**config.mk**
```make
export PLATFORM = sky130hd
export DESIGN_NAME = mfp_fault_pause
export DESIGN_NICKNAME = d
export VERILOG_FILES = /design/src/common/mfp_pkg.sv /design/src/verilog/mfp_fault_det.sv /design/src/verilog/mfp_fault_pause.sv
export SDC_FILE = /design/constraint.sdc
export NUM_CORES = 1
export LEC_CHECK = 0
export BUFFER_PORTS_ARGS = -buffer_cell sky130_fd_sc_hd__buf_4
export CAP_MARGIN = 20
export CORE_AREA = 3 3 185 187
export DETAILED_ROUTE_END_ITERATION = 10
export DIE_AREA = 0 0 188 190
export GPL_TIMING_DRIVEN = 0
export PLACE_DENSITY = 0.78
export SLEW_MARGIN = 25
export SYNTH_ARGS = -nofsm -noshare
export SYNTH_HDL_FRONTEND = slang
export SYNTH_SLANG_ARGS = --single-unit
```
**constraint.sdc**
```tcl
create_clock -name clk -period 2.6 [get_ports clk]
set_input_delay 0.39 -clock clk [delete_from_list [all_inputs] [get_ports clk]]
set_output_delay 0.39 -clock clk [all_outputs]
set_load 0.02 [all_outputs]
```
**src/common/mfp_pkg.sv**
```systemverilog
// Shared constants and carrier types for the fault status and pause control block
package mfp_pkg;
  // ------------------------------------------------------------------
  // Pause sizing and frame encoding
  // ------------------------------------------------------------------
  localparam int NPRIO = 9;
  localparam int NCLASS = 8;
  localparam int GLOBAL_IDX = 8;
  localparam int QW = 16;
  localparam logic [15:0] OP_PAUSE = 16'h0001;
  localparam logic [15:0] OP_PFC = 16'h0101;
  localparam logic [15:0] TMR_ZERO = 16'h0000;
  localparam logic [15:0] TMR_ONE = 16'h0001;

  // ------------------------------------------------------------------
  // Link fault detection
  // ------------------------------------------------------------------
  localparam logic [2:0] SEQ_THRESH = 3'h4;
  localparam logic [7:0] COL_WINDOW = 8'h80;

  // One received column from the PCS, already classified
  typedef struct packed {
    logic valid;
    logic is_lf;
    logic is_rf;
  } mfp_rx_col_t;

  // User pause controls, one lane per priority, lane 8 global
  typedef struct packed {
    logic [NPRIO-1:0] req;
    logic [NPRIO-1:0] en;
    logic [NPRIO-1:0][QW-1:0] quanta;
    logic [NPRIO-1:0][QW-1:0] refresh;
  } mfp_pause_cfg_t;

  // Pause frame descriptor handed to the transmit MAC
  typedef struct packed {
    logic [15:0] opcode;
    logic [NCLASS-1:0] class_en;
    logic [NCLASS-1:0][QW-1:0] quanta;
  } mfp_pause_frame_t;
endpackage : mfp_pkg

```
**src/verilog/mfp_fault_det.sv**
```systemverilog
// Link fault sequence detector for one fault type
`timescale 1ns/100ps
module mfp_fault_det (
  // Clock and reset
  input wire logic clk,
  input wire logic rst_n,
  // Column stream
  input wire logic col_valid,
  input wire logic col_match,
  // Status
  output logic fault_q
);
  logic [2:0] seq_cnt_q;
  logic [7:0] col_cnt_q;

  // ------------------------------------------------------------------
  // Sequence and window counting
  // ------------------------------------------------------------------
  // A match restarts the quiet window; a full quiet window forgets all
  always_ff @(posedge clk) begin
    if (!rst_n) begin
      seq_cnt_q <= 3'h0;
      col_cnt_q <= 8'h00;
    end else if (col_valid && col_match) begin
      col_cnt_q <= 8'h00;
      if (seq_cnt_q != mfp_pkg::SEQ_THRESH) seq_cnt_q <= seq_cnt_q + 3'h1;
    end else if (col_valid) begin
      if (col_cnt_q == mfp_pkg::COL_WINDOW - 8'h01) begin
        col_cnt_q <= 8'h00;
        seq_cnt_q <= 3'h0;
      end else begin
        col_cnt_q <= col_cnt_q + 8'h01;
      end
    end
  end

  // Fault held from the threshold match until a quiet window ends
  always_ff @(posedge clk) begin
    if (!rst_n) begin
      fault_q <= 1'b0;
    end else if (col_valid && col_match &&
                 seq_cnt_q == mfp_pkg::SEQ_THRESH - 3'h1) begin
      fault_q <= 1'b1;
    end else if (col_valid && !col_match &&
                 col_cnt_q == mfp_pkg::COL_WINDOW - 8'h01) begin
      fault_q <= 1'b0;
    end
  end

  chk_fault_set_thresh: assert property (@(posedge clk) disable iff (!rst_n)
    col_valid && col_match && seq_cnt_q == mfp_pkg::SEQ_THRESH - 3'h1 |=> fault_q)
    else $error("fault not raised at sequence threshold");
  chk_fault_hold: assert property (@(posedge clk) disable iff (!rst_n)
    fault_q && !(col_valid && col_cnt_q == mfp_pkg::COL_WINDOW - 8'h01) |=> fault_q)
    else $error("fault dropped before quiet window ended");
endmodule : mfp_fault_det

```
**src/verilog/mfp_fault_pause.sv**
```systemverilog
// MAC receive fault status and transmit pause request control
//
// Behaviour
// - Local fault is internal OR received fault
// - Remote fault is a level while detected
// - Internal fault follows test, alignment, BER causes
// - Received fault from enough local fault words
// - Each request bit sends its own quanta
// - Bit 8 global pause, others priority pause
// - Enable gates each priority and global separately
// - Resend requeues every active lane, reloads refresh counters
// - Nine 16-bit quanta, index 8 global
// - Controls are plain ports, no register interface
// - Per-lane refresh value sets retransmit interval
`timescale 1ns/100ps
module mfp_fault_pause (
  // Clock and reset
  input wire logic clk,
  input wire logic rst_n,
  // Internal local fault causes
  input wire logic test_pattern_on,
  input wire logic align_lost,
  input wire logic high_ber,
  // Received column stream
  input wire mfp_pkg::mfp_rx_col_t rx_col,
  // Pause controls
  input wire mfp_pkg::mfp_pause_cfg_t pause_cfg,
  input wire logic resend_pause,
  // Pause frame to transmit MAC
  output mfp_pkg::mfp_pause_frame_t pf_q,
  output logic pf_valid_q,
  input wire logic pf_ready,
  // Fault status
  output logic local_fault_q,
  output logic internal_lf_q,
  output logic received_lf_q,
  output logic remote_fault_q
);
  localparam int N = mfp_pkg::NPRIO;
  localparam int G = mfp_pkg::GLOBAL_IDX;

  logic lf_det;
  logic rf_det;
  logic internal_d;
  logic [N-1:0] act;
  logic [N-1:0] req_q;
  logic [N-1:0] expire;
  logic [N-1:0] set_pend;
  logic [N-1:0] sent;
  logic [N-1:0] pend_q;
  logic [N-1:0][15:0] tmr_q;
  logic pf_free;
  logic launch;
  mfp_pkg::mfp_pause_frame_t pf_d;

  // ------------------------------------------------------------------
  // Fault status
  // ------------------------------------------------------------------
  mfp_fault_det u_lf_det (
    .clk(clk),
    .rst_n(rst_n),
    .col_valid(rx_col.valid),
    .col_match(rx_col.is_lf),
    .fault_q(lf_det)
  );

  mfp_fault_det u_rf_det (
    .clk(clk),
    .rst_n(rst_n),
    .col_valid(rx_col.valid),
    .col_match(rx_col.is_rf),
    .fault_q(rf_det)
  );

  // Any live cause keeps the internal fault up
  assign internal_d = test_pattern_on | align_lost | high_ber;

  // All four status levels retimed together so they stay coherent
  always_ff @(posedge clk) begin
    if (!rst_n) begin
      internal_lf_q <= 1'b0;
      received_lf_q <= 1'b0;
      local_fault_q <= 1'b0;
      remote_fault_q <= 1'b0;
    end else begin
      internal_lf_q <= internal_d;
      received_lf_q <= lf_det;
      local_fault_q <= internal_d | lf_det;
      remote_fault_q <= rf_det;
    end
  end

  // ------------------------------------------------------------------
  // Per-lane pause request tracking
  // ------------------------------------------------------------------
  // Controls arrive as direct ports; no register shadow exists
  assign act = pause_cfg.req & pause_cfg.en;

  always_ff @(posedge clk) begin
    if (!rst_n) begin
      req_q <= '0;
    end else begin
      req_q <= act;
    end
  end

  for (genvar i = 0; i < N; i++) begin : g_lane
    // Refresh expires when the countdown steps from one to zero
    assign expire[i] = act[i] && tmr_q[i] == mfp_pkg::TMR_ONE;
    // Resend is taken as a single strobe; holding it just keeps requeuing
    assign set_pend[i] = act[i] && (!req_q[i] || expire[i] || resend_pause);

    // Countdown reloads on send or resend; a zero refresh never repeats
    always_ff @(posedge clk) begin
      if (!rst_n) begin
        tmr_q[i] <= mfp_pkg::TMR_ZERO;
      end else if (!act[i]) begin
        tmr_q[i] <= mfp_pkg::TMR_ZERO;
      end else if (resend_pause || sent[i]) begin
        tmr_q[i] <= pause_cfg.refresh[i];
      end else if (tmr_q[i] != mfp_pkg::TMR_ZERO) begin
        tmr_q[i] <= tmr_q[i] - mfp_pkg::TMR_ONE;
      end
    end

    // Pending flag: a new set wins over the clear from sending
    always_ff @(posedge clk) begin
      if (!rst_n) begin
        pend_q[i] <= 1'b0;
      end else if (!pause_cfg.en[i]) begin
        pend_q[i] <= 1'b0;
      end else if (set_pend[i]) begin
        pend_q[i] <= 1'b1;
      end else if (sent[i]) begin
        pend_q[i] <= 1'b0;
      end
    end
  end

  // ------------------------------------------------------------------
  // Frame scheduling
  // ------------------------------------------------------------------
  // A new frame loads only once the one in flight is taken
  assign pf_free = !pf_valid_q || pf_ready;
  assign launch = pf_free && (pend_q != '0);

  // Global goes first; all pending priorities share one PFC frame
  always_comb begin
    sent = '0;
    pf_d = '0;
    if (launch && pend_q[G]) begin
      sent[G] = 1'b1;
      pf_d.opcode = mfp_pkg::OP_PAUSE;
      pf_d.quanta[0] = pause_cfg.quanta[G];
    end else if (launch) begin
      sent = pend_q;
      pf_d.opcode = mfp_pkg::OP_PFC;
      for (int c = 0; c < mfp_pkg::NCLASS; c++) begin
        pf_d.class_en[c] = pend_q[c];
        pf_d.quanta[c] = pend_q[c] ? pause_cfg.quanta[c] : mfp_pkg::TMR_ZERO;
      end
    end
  end

  // Descriptor stands until the transmit MAC accepts it
  always_ff @(posedge clk) begin
    if (!rst_n) begin
      pf_valid_q <= 1'b0;
      pf_q <= '0;
    end else if (launch) begin
      pf_valid_q <= 1'b1;
      pf_q <= pf_d;
    end else if (pf_ready) begin
      pf_valid_q <= 1'b0;
    end
  end

  // ------------------------------------------------------------------
  // Checks
  // ------------------------------------------------------------------
  chk_local_fault_or: assert property (@(posedge clk) disable iff (!rst_n)
    local_fault_q == (internal_lf_q | received_lf_q))
    else $error("local fault differs from its two sources");
  // Both levels checked, so a stuck-high status is caught as well as a missing one
  chk_remote_fault_lvl: assert property (@(posedge clk) disable iff (!rst_n)
    $past(rst_n) |-> remote_fault_q == $past(rf_det))
    else $error("remote fault does not follow its detector");
  chk_internal_cause: assert property (@(posedge clk) disable iff (!rst_n)
    $past(rst_n) |-> internal_lf_q == ($past(test_pattern_on) || $past(align_lost)
      || $past(high_ber)))
    else $error("internal fault does not follow its causes");
  chk_received_follow: assert property (@(posedge clk) disable iff (!rst_n)
    $past(rst_n) |-> received_lf_q == $past(lf_det))
    else $error("received fault does not follow its detector");
  chk_new_req_pending: assert property (@(posedge clk) disable iff (!rst_n)
    act[G] && !req_q[G] |=> pend_q[G] || (pf_valid_q && pf_q.opcode == mfp_pkg::OP_PAUSE))
    else $error("global request did not queue a frame");
  chk_global_opcode: assert property (@(posedge clk) disable iff (!rst_n)
    launch && pend_q[G] |=> pf_valid_q && pf_q.opcode == mfp_pkg::OP_PAUSE
      && pf_q.quanta[0] == $past(pause_cfg.quanta[G]))
    else $error("global frame wrongly formed");
  chk_pfc_opcode: assert property (@(posedge clk) disable iff (!rst_n)
    launch && !pend_q[G] |=> pf_q.opcode == mfp_pkg::OP_PFC
      && pf_q.class_en == $past(pend_q[7:0]))
    else $error("priority frame wrongly formed");
  chk_enable_gate: assert property (@(posedge clk) disable iff (!rst_n)
    (pend_q & ~pause_cfg.en) == '0 ##1 1'b1 |-> (pend_q & ~$past(pause_cfg.en)) == '0)
    else $error("disabled lane still pending");
  chk_resend_reload: assert property (@(posedge clk) disable iff (!rst_n)
    resend_pause && act[0] |=> pend_q[0] && tmr_q[0] == $past(pause_cfg.refresh[0]))
    else $error("resend did not requeue and reload");
  chk_frame_hold: assert property (@(posedge clk) disable iff (!rst_n)
    pf_valid_q && !pf_ready |=> pf_valid_q && $stable(pf_q))
    else $error("descriptor changed before acceptance");

  cov_global_sent: cover property (@(posedge clk) disable iff (!rst_n)
    pf_valid_q && pf_ready && pf_q.opcode == mfp_pkg::OP_PAUSE);
  cov_pfc_sent: cover property (@(posedge clk) disable iff (!rst_n)
    pf_valid_q && pf_ready && pf_q.opcode == mfp_pkg::OP_PFC);
  cov_refresh_fire: cover property (@(posedge clk) disable iff (!rst_n) expire != '0);
  cov_both_faults: cover property (@(posedge clk) disable iff (!rst_n)
    local_fault_q && remote_fault_q);
endmodule : mfp_fault_pause

```
==> metrics.md <==
| Metric | Value |
|---|---|
| Fill cells | `2,773` |
| Synth warn | `0` |
| Final slew viol count | `0` |
| Post-synth ARST share | `0` |
| Routed wire length | `51,580 um` |
| Hold-fix buffers, CTS | `0` |
| Via count | `between 10,000 and 15,000` |
| Die area | `35,720 um2` |
| Hold Path Class | `input pin to flip-flop` |
| Starting Density | `0.4535` |
| Post-route ant nets | `0` |
| Measured slew at the worst slew-check pin | `0.9191 ns` |
| Post-layout instance count excluding filler cells | `2,635` |
| Root buf cell | `clkbuf_16` |
| First-pass GRT wire length | `78,620 um` |
| Number of DRC markers in iteration 0 | `1,066` |
| GRT met2 Usage | `0.4782` |
| NetSw | `3.827 mW` |
| Number of top-level pins | `473` |
| Total Routing Usage GR | `0.2719` |
| Maximum clock rate | `402.8 MHz` |
| Initial antenna violation count | `1` |
| Crit-path cells | `clkbuf_1 -> inv_1 -> clkbuf_2 -> a31o_2 -> clkbuf_1 -> a41oi_2 -> nand2_1 -> o2bb2ai_1` |
| Sequential fraction of the synthesis area | `0.4452` |
| Maxcap violations | `0` |
| Post-DP HPWL | `39,730 um` |
| First-pass iteration count of the detailed router | `5` |
| Site row count | `66` |
| Met3 GRT Util | `0.06486` |
| GP Congestion | `0.8994` |
| Input/output buffers | `around 460` |
| TritonCTS buffer count | `37` |
| Critical path data arrival time | `between 2 and 3 ns` |
| Critical path type | `flip-flop to flip-flop` |
| Synth area leader | `dfxtp_1` |
| Layout Skew | `0.01297 ns` |
| ANT cells | `0` |
| Total grt overflow | `0` |
| CTS clk-pin slew, worst paths | `0.06 ns` |
| Max IR drop VDD | `0.5457 mV` |
| DR DRC count | `0` |
| Final hold vios | `0` |
| Hold Slack | `around 0.076 ns` |
| CP max stage delay | `0.42 ns` |
| CTS Sinks | `329` |
| Top cell type's share of synthesized area | `0.4452` |
| Core box area | `32,620 um2` |
| Post-layout util | `0.6153` |
| # H-tree levels | `2` |
| Final min period | `2.483 ns` |
| Ys flop type | `dfxtp_1` |
| Die height | `between 150 and 200 um` |
| Slowest-stage cell, CP | `a41oi_2` |
| Max clock buf depth | `3` |
| Layout net count | `2,511` |
| Mapped Cells | `1,665` |
| Post-synth cell types | `65` |
| Sequential power share | `0.406` |
| RSZ-0062 raised after global routing | `true` |
| Skew-Pair Late Insertion Delay | `0.51 ns` |
| Gr busiest metal | `met2` |
| LEAKAGE | `8.555 nW` |
| Comb pwr share | `0.212` |
| WP data required | `3.03 ns` |
| Post-Syn Area | `between 10,000 and 15,000 um2` |
| Outcome | `finished clean` |
| CP Capture Type | `flip-flop` |
| Slew headroom | `0.3816` |
| Syn_area_per_cell | `about 8.9 um2` |
| Seq cells post-synth | `approximately 330` |
| Pwr per Cell Area | `667.4 nW/um2` |
| Startpoint types | `flip-flop` |
| Final instance area | `about 20,000 um2` |
| Die Wd | `about 190 um` |
| Worst-path fanout max | `10` |
| Grt met1 use | `0.3221` |
| Placed Cells | `2,576` |
| TritonCTS clock tree | `done` |
| Synth area leaders | `dfxtp_1, a22oi_1, nor2b_1, xnor2_1, nand3_1` |
| Vias in the first global route | `between 10,000 and 15,000` |
| Layout area overhead | `35.68%` |
| Share of the clock period used by the worst path | `0.9548` |
| Share of cells above drive strength 1 | `0.2636` |
| Placed Area | `about 19,000 um2` |
| Average routed wire per standard cell | `19.58 um` |
| EDFF count, synth | `0` |
| Vias/cell | `~5.6` |
| Setup-failing EPs final | `0` |
| Pin count of the biggest net entering global routing | `14` |
| Cell mode on critical path | `clkbuf_1` |
| Net Sw Frac | `0.2857` |
| P_int | `9.568 mW` |
| Clock Power Share | `0.383` |
## worst paths after layout
| check | endpoint | cells after the start | start | slack [ns] |
|---|---|---|---|---|
| setup / recovery | tmr_q[11]$_SDFFE_PN0P_ | 8 | pend_q[8]$_SDFFE_PN0P_ | 0.12 |
| setup reg to reg | tmr_q[11]$_SDFFE_PN0P_ | 8 | pend_q[8]$_SDFFE_PN0P_ | 0.12 |
| hold reg to reg | remote_fault_q$_SDFF_PN0_ | 1 | u_rf_det.fault_q$_SDFFE_PN0P_ | 0.46 |
| hold / removal | tmr_q[91]$_SDFFE_PN0P_ | 2 | pause_cfg[91] | 0.08 |
## metrics by stage
stage / TNS (ns) / setup slack [ns] / total power, mW
2_1_floorplan: 0 / 0.3228 / 7.260
3_3_place_gp: -99.77 / -1.112 / 8.246
3_5_place_dp: -101.69 / -1.096 / 8.304
4_1_cts: 0 / 0.002579 / 13.45
5_1_grt: -0.3716 / -0.08370 / 13.98
6_report: 0 / 0.1175 / 13.39
## synth_stat cells (all sizes together) (3+ instances only)
master   number
mux2i         7
nor2        115
nand3        88
nand4b        5
buf          18
a211oi       25
nor3b         7
o22ai         5
o211a        16
nor2b       126
a21boi        4
or3          14
and4          3
o21ai        60
inv          41
a22oi       122
clkbuf       84
ha           26
or2           8
nand2       116
a31oi         7
nor3         44
or4          17
a32o          8
and2          6
nand4        12
nand2b        8
o211ai        6
o31a          7
and3         15
a21oi        69
o2bb2ai      36
nor4         46
xor2         44
a311oi        9
o41ai         3
dfxtp       329
xnor2        71
o31ai        11
## registers in the layout, summed over array words and instances (netlist names), 3 cells and up
name / flops
tmr_q: 144
pf_q: 138
pend_q: 9
req_q: 9
u_lf_det.col_cnt_q: 8
u_rf_det.col_cnt_q: 8
u_lf_det.seq_cnt_q: 3
u_rf_det.seq_cnt_q: 3
## cell type report
cell class / instances / area, um2 / area share
clock inverters: 11 / 115.1 / 0.005735
well taps: 442 / 553.0 / 0.02755
multi-input cells: 1204 / 7710 / 0.3841
clock buffers: 52 / 1072 / 0.05343
plain buffers: 98 / 449.2 / 0.02238
repair buffers: 456 / 3423 / 0.1706
flip-flops and latches: 329 / 6586 / 0.3282
inverters: 43 / 161.4 / 0.008042
## what timing repair did
item / CTS / global route
gates cloned: 0 / 0
gates resized for setup: 19 / 22
setup endpoints to repair: 155 / 132
endpoints found under the hold margin: 0 / 0
buffers inserted: 0 / 0
## power groups by stage
stage | clock, mW | sequential (mW) | combinational, mW
after floorplan | 0 | 5.61 | 1.65
after global placement | 0 | 5.52 | 2.72
after detailed placement | 0 | 5.53 | 2.77
after CTS | 5.22 | 5.43 | 2.81
after global routing | 5.43 | 5.46 | 3.09
final | 5.13 | 5.43 | 2.83
## logic make-up (layout without fill, tap and decap cells)
kind of cell,after synthesis,after routing,share of synthesized area
other,1,14,0.0002535
muxes,7,7,0.004737
buffers and inverters,145,660,0.04043
and+or+nand+nor,639,639,0.2271
xor gates and xnor gates,115,115,0.06809
DFF,329,329,0.4452
adders and majority gates,26,26,0.02199
AOI/OAI and AO/OA,403,403,0.1922
## worst max-delay path: cells and delay by family (launching register included)
kind	cells	cell delay, ns
buffers and inverters	4	0.94
AND/OR/NAND/NOR	1	0.25
AO/OA/AOI/OAI	3	0.90
flip-flops	1	0.31
## per-layer routing
layer,part of all wire,vias up,routed length (um)
met2,0.49,597,25230
li1,-,7008,-
met4,0.040,0,2083
met5,0,-,0
met1,0.39,6993,20140
met3,0.080,117,4126
## layout by cell type, fill, tap and decap left out, types with 6 or more instances in the layout
cell type and count:
a211oi_1 25, a21oi_1 69, a22oi_1 122, a311oi_1 9, a31oi_1 6, a32o_1 8, and2_1 6, and3_1 13
buf_4 470, clkbuf_1 68, clkbuf_16 37, clkbuf_2 16, clkbuf_8 9, clkinv_2 6, conb_1 14, dfxtp_1 329
ha_1 26, inv_1 41, mux2i_1 7, nand2_1 116, nand2b_1 8, nand3_1 88, nand4_1 12, nor2_1 113
nor2b_1 126, nor3_1 42, nor3b_1 6, nor4_1 41, o211a_1 16, o211ai_1 6, o21ai_0 59, o2bb2ai_1 36
o31a_1 7, o31ai_1 10, or2_2 8, or3_1 13, or4_1 17, xnor2_1 71, xor2_1 44
Note: power is estimated with default switching activity, not from simulation.
